## config.mk

```make
export PLATFORM = sky130hd
export DESIGN_NAME = scsis_seq
export DESIGN_NICKNAME = d
export VERILOG_FILES = /design/src/rtl/scsis_pkg.sv /design/src/rtl/scsis_parity.sv /design/src/rtl/scsis_seq.sv
export VERILOG_INCLUDE_DIRS = /design/src /design/src/rtl
export SDC_FILE = /design/constraint.sdc
export NUM_CORES = 1
export LEC_CHECK = 0
export BUFFER_PORTS_ARGS = -buffer_cell sky130_fd_sc_hd__buf_4
export CORE_AREA = 10 10 166 168
export DETAILED_ROUTE_END_ITERATION = 10
export DIE_AREA = 0 0 176 178
export MAX_ROUTING_LAYER = met4
export PLACE_DENSITY_LB_ADDON = 0.3
export SLEW_MARGIN = 15
export SYNTH_ARGS = -nofsm -noshare
export SYNTH_HDL_FRONTEND = slang
export SYNTH_SLANG_ARGS = --single-unit
```

## constraint.sdc

```tcl
create_clock -name clk -period 7.3 [get_ports clk]
set_input_delay 1.46 -clock clk [delete_from_list [all_inputs] [get_ports clk]]
set_output_delay 1.46 -clock clk [all_outputs]
set_load 0.1 [all_outputs]
```

## src/rtl/scsis_regs.svh

```systemverilog
/*
 * register offsets, field positions, reset values and message codes of the
 * initiator sequencer; definitions only, included by the sequencer files
 */
`ifndef SCSIS_REGS_SVH
`define SCSIS_REGS_SVH
// =====================================================================
// register offsets on the plain register port
`define SCSIS_A_CTRL 4'h0
`define SCSIS_A_STATUS 4'h1
`define SCSIS_A_INT_STAT 4'h2
`define SCSIS_A_INT_MASK 4'h3
`define SCSIS_A_DPTR 4'h4
`define SCSIS_A_CCB 4'h5
`define SCSIS_A_SCAN 4'h6
`define SCSIS_A_NEG 4'h7
// =====================================================================
// control bits
`define SCSIS_C_SRST 0
`define SCSIS_C_PCHK 1
`define SCSIS_C_SYNC 2
`define SCSIS_C_START 3
`define SCSIS_C_SCAN 4
`define SCSIS_CTRL_W 3
`define SCSIS_CTRL_RST 3'h2
// =====================================================================
// interrupt status bits
`define SCSIS_I_MAILBOX_IN_FULL_INTERRUPT 0
`define SCSIS_I_BRST 1
`define SCSIS_I_PERR 2
`define SCSIS_I_REJ 3
`define SCSIS_I_SCAN 4
`define SCSIS_INT_W 5
// =====================================================================
// message codes and commands
`define SCSIS_M_CC 8'h00
`define SCSIS_M_EXT 8'h01
`define SCSIS_M_SDP 8'h02
`define SCSIS_M_DISC 8'h04
`define SCSIS_M_REJ 8'h07
`define SCSIS_M_LNK 8'h0A
`define SCSIS_M_LNKF 8'h0B
`define SCSIS_M_IDENT 7
`define SCSIS_X_MDP 8'h00
`define SCSIS_X_SDTR 8'h01
`define SCSIS_OP_TUR 8'h00
`define SCSIS_CCB_TGT 26:24
`define SCSIS_CCB_ADR 23:0
`endif

```

## src/rtl/scsis_pkg.sv

```systemverilog
/*
 * types shared by the initiator sequencer files
 * assumes nothing beyond a SystemVerilog compiler
 */
package scsis_pkg;
	// =====================================================================
	// message from the target, already decoded by the phase engine
	typedef struct packed {
		logic [7:0] code;
		logic [7:0] ext;
		logic [31:0] arg;
	} scsis_msg_t;
	// mailbox-in entry: finished command status and block address
	typedef struct packed {
		logic [7:0] status;
		logic [23:0] addr;
	} scsis_mbi_t;
	// command issued to the bus
	typedef struct packed {
		logic [2:0] target;
		logic [7:0] opcode;
	} scsis_cmd_t;
	typedef enum logic [2:0] {
		SCSIS_IDLE = 3'b000,
		SCSIS_ARB = 3'b001,
		SCSIS_SEL = 3'b010,
		SCSIS_CONN = 3'b011,
		SCSIS_DISC = 3'b100,
		SCSIS_SCAN = 3'b101,
		SCSIS_SWAIT = 3'b110
	} scsis_state_t;
endpackage

```

## src/rtl/scsis_parity.sv

```systemverilog
/*
 * odd parity generation for bytes sent and checking for bytes received
 * assumes the caller registers the results
 */
`timescale 1ns/1ps
module scsis_parity
(
	input wire logic [7:0] tx_byte,
	input wire logic [7:0] rx_byte,
	input wire logic rx_par,
	input wire logic check_en,
	output logic tx_par,
	output logic rx_err
);
	// =====================================================================
	// parity is always produced, checking only when enabled
	assign tx_par = ~^tx_byte;
	assign rx_err = check_en & ~(^{rx_byte, rx_par});
endmodule

```

## src/rtl/scsis_seq.sv

```systemverilog
/*
 * initiator sequencer of a bus-master scsi host adapter: arbitration and
 * selection, message handling, linked chains with mailbox-in posting,
 * data pointer adjustment, negotiation, reset handling and device scan.
 * assumes a phase engine that decodes messages and moves bytes, and a
 * memory engine that fetches command_control_blocks and writes entries.
 */
`timescale 1ns/1ps
`include "scsis_regs.svh"
module scsis_seq
#(
	parameter int TARGETS = 8
)
(
	input wire logic clk,
	input wire logic rst,
	input wire logic [3:0] reg_addr,
	input wire logic [31:0] reg_wdata,
	input wire logic reg_wr,
	input wire logic reg_rd,
	output logic [31:0] reg_rdata,
	output logic irq,
	input wire logic bus_rst_pin,
	output logic arb_req,
	input wire logic arb_won,
	output logic [2:0] sel_target,
	input wire logic sel_done,
	input wire logic msg_valid,
	input wire scsis_pkg::scsis_msg_t msg,
	input wire logic [7:0] cmd_status,
	output logic sdtr_reply,
	output logic sdtr_start,
	output logic reject_out,
	output logic ccb_fetch,
	output logic [23:0] ccb_fetch_addr,
	input wire logic [23:0] ccb_link_ptr,
	output logic mbi_valid,
	output scsis_pkg::scsis_mbi_t mailbox_in_entry,
	output logic cmd_issue,
	output scsis_pkg::scsis_cmd_t cmd,
	input wire logic cmd_done,
	input wire logic cmd_ok,
	input wire logic rx_valid,
	input wire logic [7:0] rx_data,
	input wire logic rx_par,
	input wire logic [7:0] tx_data,
	output logic [7:0] tx_bus_data,
	output logic tx_bus_par
);
	import scsis_pkg::*;

	// =====================================================================
	// state
	scsis_state_t state;
	logic [`SCSIS_CTRL_W-1:0] ctrl;
	logic [`SCSIS_INT_W-1:0] int_stat;
	logic [`SCSIS_INT_W-1:0] int_mask;
	logic [31:0] dptr;
	logic [31:0] saved_ptr;
	logic [26:0] ccb;
	logic [TARGETS-1:0] present;
	logic [TARGETS-1:0] negotiated;
	logic [2:0] scan_tgt;
	logic [2:0] rst_sync;
	logic bus_rst_lvl;
	logic chain_defer;
	logic [`SCSIS_INT_W-1:0] int_set;
	logic [`SCSIS_INT_W-1:0] int_clr;
	logic srst_req;
	logic start_req;
	logic scan_req;
	logic bus_rst_evt;
	logic par_gen;
	logic par_err;

	// register write decode, used by several processes
	function automatic logic wr_hit(input logic [3:0] a);
		wr_hit = reg_wr && (reg_addr == a);
	endfunction

	// host strobes; a process, so strobe and index changes re-evaluate the decode
	always_comb
	begin
		srst_req = wr_hit(`SCSIS_A_CTRL) & reg_wdata[`SCSIS_C_SRST];
		start_req = wr_hit(`SCSIS_A_CTRL) & reg_wdata[`SCSIS_C_START];
		scan_req = wr_hit(`SCSIS_A_CTRL) & reg_wdata[`SCSIS_C_SCAN];
		int_clr = wr_hit(`SCSIS_A_INT_STAT) ? reg_wdata[`SCSIS_INT_W-1:0] : '0;
	end

	// =====================================================================
	// bus reset pin: three flops, change taken once last two agree
	always_ff @(posedge clk or posedge rst)
	begin
		if (rst)
		begin
			rst_sync <= 3'h0;
			bus_rst_lvl <= 1'b0;
		end
		else
		begin
			rst_sync <= {rst_sync[1:0], bus_rst_pin};
			if (rst_sync[1] == rst_sync[2])
				bus_rst_lvl <= rst_sync[2];
		end
	end
	assign bus_rst_evt = (rst_sync[1] == rst_sync[2]) & rst_sync[2] & ~bus_rst_lvl;

	// =====================================================================
	// parity on both directions
	scsis_parity u_par
	(
		.tx_byte(tx_data),
		.rx_byte(rx_data),
		.rx_par(rx_par),
		.check_en(ctrl[`SCSIS_C_PCHK]),
		.tx_par(par_gen),
		.rx_err(par_err)
	);

	// outgoing byte and its parity, always generated
	always_ff @(posedge clk or posedge rst)
	begin
		if (rst)
		begin
			tx_bus_data <= 8'h00;
			tx_bus_par <= 1'b1;
		end
		else
		begin
			tx_bus_data <= tx_data;
			tx_bus_par <= par_gen;
		end
	end

	// =====================================================================
	// configuration bits; the soft reset bit acts once and is not stored
	always_ff @(posedge clk or posedge rst)
	begin
		if (rst)
			ctrl <= `SCSIS_CTRL_RST;
		else if (wr_hit(`SCSIS_A_CTRL))
			ctrl <= {reg_wdata[`SCSIS_C_SYNC], reg_wdata[`SCSIS_C_PCHK], 1'b0};
	end

	always_ff @(posedge clk or posedge rst)
	begin
		if (rst)
			int_mask <= '0;
		else if (wr_hit(`SCSIS_A_INT_MASK))
			int_mask <= reg_wdata[`SCSIS_INT_W-1:0];
	end

	// =====================================================================
	// sequencer: arbitration, selection, messages, linking, scan
	always_ff @(posedge clk or posedge rst)
	begin
		if (rst)
		begin
			state <= SCSIS_IDLE;
			ccb <= 27'h0;
			chain_defer <= 1'b0;
			scan_tgt <= 3'h0;
			present <= '0;
			arb_req <= 1'b0;
			sel_target <= 3'h0;
			ccb_fetch <= 1'b0;
			ccb_fetch_addr <= 24'h0;
			mbi_valid <= 1'b0;
			mailbox_in_entry <= '0;
			cmd_issue <= 1'b0;
			cmd <= '0;
			reject_out <= 1'b0;
		end
		else
		begin
			ccb_fetch <= 1'b0;
			mbi_valid <= 1'b0;
			cmd_issue <= 1'b0;
			reject_out <= 1'b0;
			if (wr_hit(`SCSIS_A_CCB))
				ccb <= reg_wdata[26:0];
			if (srst_req)
			begin
				// abandon everything, no diagnostics
				state <= SCSIS_IDLE;
				arb_req <= 1'b0;
				chain_defer <= 1'b0;
				present <= '0;
			end
			else if (bus_rst_evt)
			begin
				// soft handling: drop the bus, keep configuration
				state <= SCSIS_IDLE;
				arb_req <= 1'b0;
				chain_defer <= 1'b0;
			end
			else
			begin
				case (state)
					SCSIS_IDLE:
					begin
						if (start_req)
						begin
							state <= SCSIS_ARB;
							arb_req <= 1'b1;
							sel_target <= ccb[`SCSIS_CCB_TGT];
						end
						else if (scan_req)
						begin
							state <= SCSIS_SCAN;
							scan_tgt <= 3'h0;
							present <= '0;
						end
					end
					SCSIS_ARB:
					begin
						if (arb_won)
						begin
							state <= SCSIS_SEL;
							arb_req <= 1'b0;
						end
					end
					SCSIS_SEL:
					begin
						if (sel_done)
							state <= SCSIS_CONN;
					end
					SCSIS_CONN:
					begin
						if (msg_valid)
						begin
							case (msg.code)
								`SCSIS_M_CC:
								begin
									mbi_valid <= 1'b1;
									mailbox_in_entry <= '{status: cmd_status, addr: ccb[`SCSIS_CCB_ADR]};
									chain_defer <= 1'b0;
									state <= SCSIS_IDLE;
								end
								`SCSIS_M_LNK, `SCSIS_M_LNKF:
								begin
									// post the finished block, fetch the next one
									mbi_valid <= 1'b1;
									mailbox_in_entry <= '{status: cmd_status, addr: ccb[`SCSIS_CCB_ADR]};
									ccb_fetch <= 1'b1;
									ccb_fetch_addr <= ccb_link_ptr;
									ccb[`SCSIS_CCB_ADR] <= ccb_link_ptr;
									chain_defer <= (msg.code == `SCSIS_M_LNK);
								end
								`SCSIS_M_DISC:
									state <= SCSIS_DISC;
								`SCSIS_M_SDP, `SCSIS_M_EXT, `SCSIS_M_REJ:
								begin
									// handled by pointer, negotiation and interrupt flag logic
								end
								default:
								begin
									if (!msg.code[`SCSIS_M_IDENT])
										reject_out <= 1'b1;
								end
							endcase
						end
					end
					SCSIS_DISC:
					begin
						// reselection announces itself with an identify
						if (msg_valid && msg.code[`SCSIS_M_IDENT])
							state <= SCSIS_CONN;
					end
					SCSIS_SCAN:
					begin
						cmd_issue <= 1'b1;
						cmd <= '{target: scan_tgt, opcode: `SCSIS_OP_TUR};
						state <= SCSIS_SWAIT;
					end
					SCSIS_SWAIT:
					begin
						if (cmd_done)
						begin
							present[scan_tgt] <= cmd_ok;
							scan_tgt <= scan_tgt + 3'h1;
							state <= (scan_tgt == 3'(TARGETS - 1)) ? SCSIS_IDLE : SCSIS_SCAN;
						end
					end
					default:
						state <= SCSIS_IDLE;
				endcase
			end
		end
	end

	// =====================================================================
	// data pointer: host load, save, and signed modification
	always_ff @(posedge clk or posedge rst)
	begin
		if (rst)
		begin
			dptr <= 32'h0;
			saved_ptr <= 32'h0;
		end
		else if (srst_req)
		begin
			dptr <= 32'h0;
			saved_ptr <= 32'h0;
		end
		else if (wr_hit(`SCSIS_A_DPTR))
			dptr <= reg_wdata;
		else if (state == SCSIS_CONN && msg_valid)
		begin
			if (msg.code == `SCSIS_M_SDP)
				saved_ptr <= dptr;
			else if (msg.code == `SCSIS_M_EXT && msg.ext == `SCSIS_X_MDP)
				dptr <= 32'(dptr + msg.arg);
		end
	end

	// =====================================================================
	// synchronous negotiation: accept any time, start when needed
	always_ff @(posedge clk or posedge rst)
	begin
		if (rst)
		begin
			negotiated <= '0;
			sdtr_reply <= 1'b0;
			sdtr_start <= 1'b0;
		end
		else
		begin
			sdtr_reply <= 1'b0;
			sdtr_start <= 1'b0;
			if (srst_req || bus_rst_evt)
				negotiated <= '0;
			else if (msg_valid && msg.code == `SCSIS_M_EXT && msg.ext == `SCSIS_X_SDTR)
			begin
				sdtr_reply <= 1'b1;
				negotiated[sel_target] <= 1'b1;
			end
			else if (state == SCSIS_SEL && sel_done && ctrl[`SCSIS_C_SYNC]
				&& !negotiated[sel_target])
			begin
				sdtr_start <= 1'b1;
				negotiated[sel_target] <= 1'b1;
			end
		end
	end

	// =====================================================================
	// interrupt flags: set wins over a write-one clear
	always_comb
	begin
		int_set = '0;
		int_set[`SCSIS_I_BRST] = bus_rst_evt;
		int_set[`SCSIS_I_PERR] = rx_valid & par_err;
		int_set[`SCSIS_I_REJ] = state == SCSIS_CONN && msg_valid && msg.code == `SCSIS_M_REJ;
		int_set[`SCSIS_I_SCAN] = state == SCSIS_SWAIT && cmd_done
			&& scan_tgt == 3'(TARGETS - 1);
		// full-mailbox interrupt on final completion or flagged link only
		int_set[`SCSIS_I_MAILBOX_IN_FULL_INTERRUPT] = state == SCSIS_CONN && msg_valid && !srst_req
			&& !bus_rst_evt && (msg.code == `SCSIS_M_CC || msg.code == `SCSIS_M_LNKF);
	end

	always_ff @(posedge clk or posedge rst)
	begin
		if (rst)
			int_stat <= '0;
		else if (srst_req)
			int_stat <= int_set & ~(`SCSIS_INT_W'(1) << `SCSIS_I_MAILBOX_IN_FULL_INTERRUPT);
		else
			int_stat <= (int_stat & ~int_clr) | int_set;
	end

	assign irq = |(int_stat & int_mask);

	// =====================================================================
	// register read, data one cycle after the strobe
	always_ff @(posedge clk or posedge rst)
	begin
		if (rst)
			reg_rdata <= 32'h0;
		else if (reg_rd)
		begin
			case (reg_addr)
				`SCSIS_A_CTRL: reg_rdata <= 32'({ctrl});
				`SCSIS_A_STATUS: reg_rdata <= 32'({chain_defer, bus_rst_lvl, state});
				`SCSIS_A_INT_STAT: reg_rdata <= 32'(int_stat);
				`SCSIS_A_INT_MASK: reg_rdata <= 32'(int_mask);
				`SCSIS_A_DPTR: reg_rdata <= dptr;
				`SCSIS_A_CCB: reg_rdata <= 32'(ccb);
				`SCSIS_A_SCAN: reg_rdata <= 32'(present);
				`SCSIS_A_NEG: reg_rdata <= 32'({saved_ptr[15:0], negotiated});
				default: reg_rdata <= 32'h0;
			endcase
		end
		else
			reg_rdata <= 32'h0;
	end
endmodule
```

==> reports/results.txt <==
outcome = finished, final reports clean
placed wire-length estimate = 28.7 mm
std cell rows = 57
clock-pin slew on the worst setup and hold paths = 0.06 ns
Top FF cell, synth = dfrtp_1
Fin Setup TNS = 0 ns
Cell Pwr Density = 291 nW/µm²
Min-Delay Path Class = register to register
Placed Area = 13900 µm²
endpoint class of the critical path = register
Worst EP arrival = 4.29 ns
EDFF count, synth = 0
Post-Place Worst Slack = 2.91 ns
Starting Density = 0.494
clock skew = 0.0113 ns
# IOs = 263
Cell variety after synth = 80
Crit Path Class = input pin to register
TritonCTS Buffers = 24
Slew HR = 0.295
Core Region = 24100 µm²
vias in the first global route = 10500
Tcrit/Tclk final = 0.528
RSZ-0062 raised after global routing = false
syn_area_per_cell = 9.29 µm²
grt ovf = 0
Hold Fails Final Rpt = 0
total clock sinks = 224
sequential element share of the synthesized area = 0.471
Nets = 1675
Tot GR Track Use = 0.244
Final setup viols = 0
FF/Latch Area = 5610 µm²
H-Tree Depth = 1
worst r2r path cells = 7
vias per cell = 5.73
worst-skew pair later-pin latency = 0.52 ns
Max Root-Sink Buffers = 3
first-pass GRT wire length = 59.3 mm
Root Buffer = clkbuf_16
share of cells above drive strength 1 = 0.234
Hold Crit Depth = 0
Starting DRT DRC Count = 1183
final antenna-violating net count = 0
total of max-cap violations = 0
full die area = 31300 µm²
Req. time, crit path = 7.73 ns
hold-fix buffer count after cts = 0
PnR worst setup slack = 3.44 ns
area leader, netlist = dfrtp_1
post-layout instance area = 14800 µm²
Post-CTS Setup Repair Bufs = 0
Syn-to-layout area delta = 23.8%
CTS tree = yes
initial antenna violation count = 0
yosys warns = 0
DR WL/cell = 20.8 µm
largest net degree at the start of global routing = 77
Post-CTS Resized = 0
Die X-Extent = 176 µm
multi-input logic area = 5910 µm²
Max Fclk = 0.259 GHz
Mapped Cells = 1283
drt first pass iters = 5
ANT cells = 0
Fillers = 2102
Worst VDD drop = 0.153 mV
worst slew pin tran = 1.06 ns
Async S/R FF share, synth = 1.00
Synth area leaders = dfrtp_1 (47%), nand2_1 (8.7%), mux2i_1 (5.9%)
Setup crit start kind = input pin
min cycle time layout = 3.86 ns
Crit Path Max Fanout = 49
PortBufs = 254
Leakage = 0.00722 µW
post-synth top area share = 0.466
final WL = 38.2 mm
Die Height = 178 µm
Pins Over Slew Limit = 0
residual DRC count = 0
flops & latches, synth = 224
Syn Std Cell Area = 11900 µm²
GPL Wtd Cong = 0.953
Power Total = 4290 µW
via count of the routed design = 10500
==> where the power goes <==
part	leakage (µW)	total [µW]	internal, µW	switching [µW]
registers	0.00297	1640	1410	228
clock network	0.000400	1240	748	495
logic	0.00385	1410	519	888
total	0.00722	4290	2680	1610
==> layout make-up <==
| cell class | count | share of cell area |
|---|---|---|
| clock buffer | 37 | 0.0489 |
| multi-input combinational | 968 | 0.401 |
| tap | 324 | 0.0275 |
| sequential | 224 | 0.380 |
| inverter | 18 | 0.00483 |
| timing repair buffer | 260 | 0.132 |
| clock inverter | 7 | 0.00577 |
==> layer usage <==
layer  wire, µm  GRT usage  part of all wire
met1      15900      0.316              0.42
met4        900     0.0661             0.024
met5          0          -                 0
met3       3340     0.0488             0.088
met2      18100      0.385              0.47
==> synth_stat cells, drive strengths merged (9+ instances only) <==
cell type / instances
nand2: 275
and3: 11
o21ai: 69
nor2: 111
xnor2: 24
a21oi: 96
nor3: 18
nand3: 23
mux2i: 70
clkbuf: 39
buf: 41
xor2: 14
dfrtp: 222
mux2: 24
nor2b: 9
a22o: 12
ha: 34
nand2b: 10
inv: 18
a22oi: 17
nand4: 16
==> state kept, by name, summed over array words and instances, names as in the netlist, 8 cells and up <==
signal and cells:
dptr 32, reg_rdata 32, saved_ptr 16, mailbox_in_entry 32
present 8, negotiated 8, ccb_fetch_addr 24, tx_bus_data 8
ccb 27
==> path summary, 6_finish.rpt <==
kind                             startpoint                   end  slack (ns)
worst min-delay path            rst_sync[0]           rst_sync[1]        0.36
worst max register to register     state[1]                ccb[1]        4.27
worst min register to register  rst_sync[0]           rst_sync[1]        0.36
min in group asynchronous               rst  mailbox_in_entry[29]        1.07
worst max-delay path            reg_addr[0]                ccb[1]        3.44
max in group asynchronous               rst     ccb_fetch_addr[0]        4.80
==> logic make-up after synthesis <==
family | share of synthesized area
flops | 0.471
fa+ha+maj | 0.0374
mux | 0.0834
compound gates | 0.155
buf+inv | 0.0372
xor+xnor | 0.0279
other cells | 0.000315
simple gates | 0.188
==> through the flow <==
step | cells | util | hold slack, ns
finish | 1838 | 0.612 | 0.360
global route | 1838 | 0.612 | 0.363
CTS | 1838 | 0.612 | 0.360
detailed placement | 1794 | 0.579 | 0.346
global placement | 1794 | 0.579 | 0.343
floorplan | 1290 | - | 0.331
==> critical path, cell delays in order <==
cell	delay (ns)
buf_4	0.56
nor2_1	0.25
a41o_2	0.51
nand2b_1	0.31
nor2_4	0.81
nand2_1	0.18
o21ai_0	0.13
==> cell usage in the layout (no fill, tap or decap), types with 16 or more instances in the layout <==
cell	count
clkbuf_16	25
nand3_1	23
buf_4	260
inv_1	17
nor2_1	108
mux2_2	24
a22oi_1	17
a21oi_1	96
ha_1	34
mux2i_1	70
dfrtp_1	222
xnor2_1	24
nor3_1	17
o21ai_0	63
nand4_1	16
nand2_1	275
No activity file was read; power rests on OpenSTA's default activity.
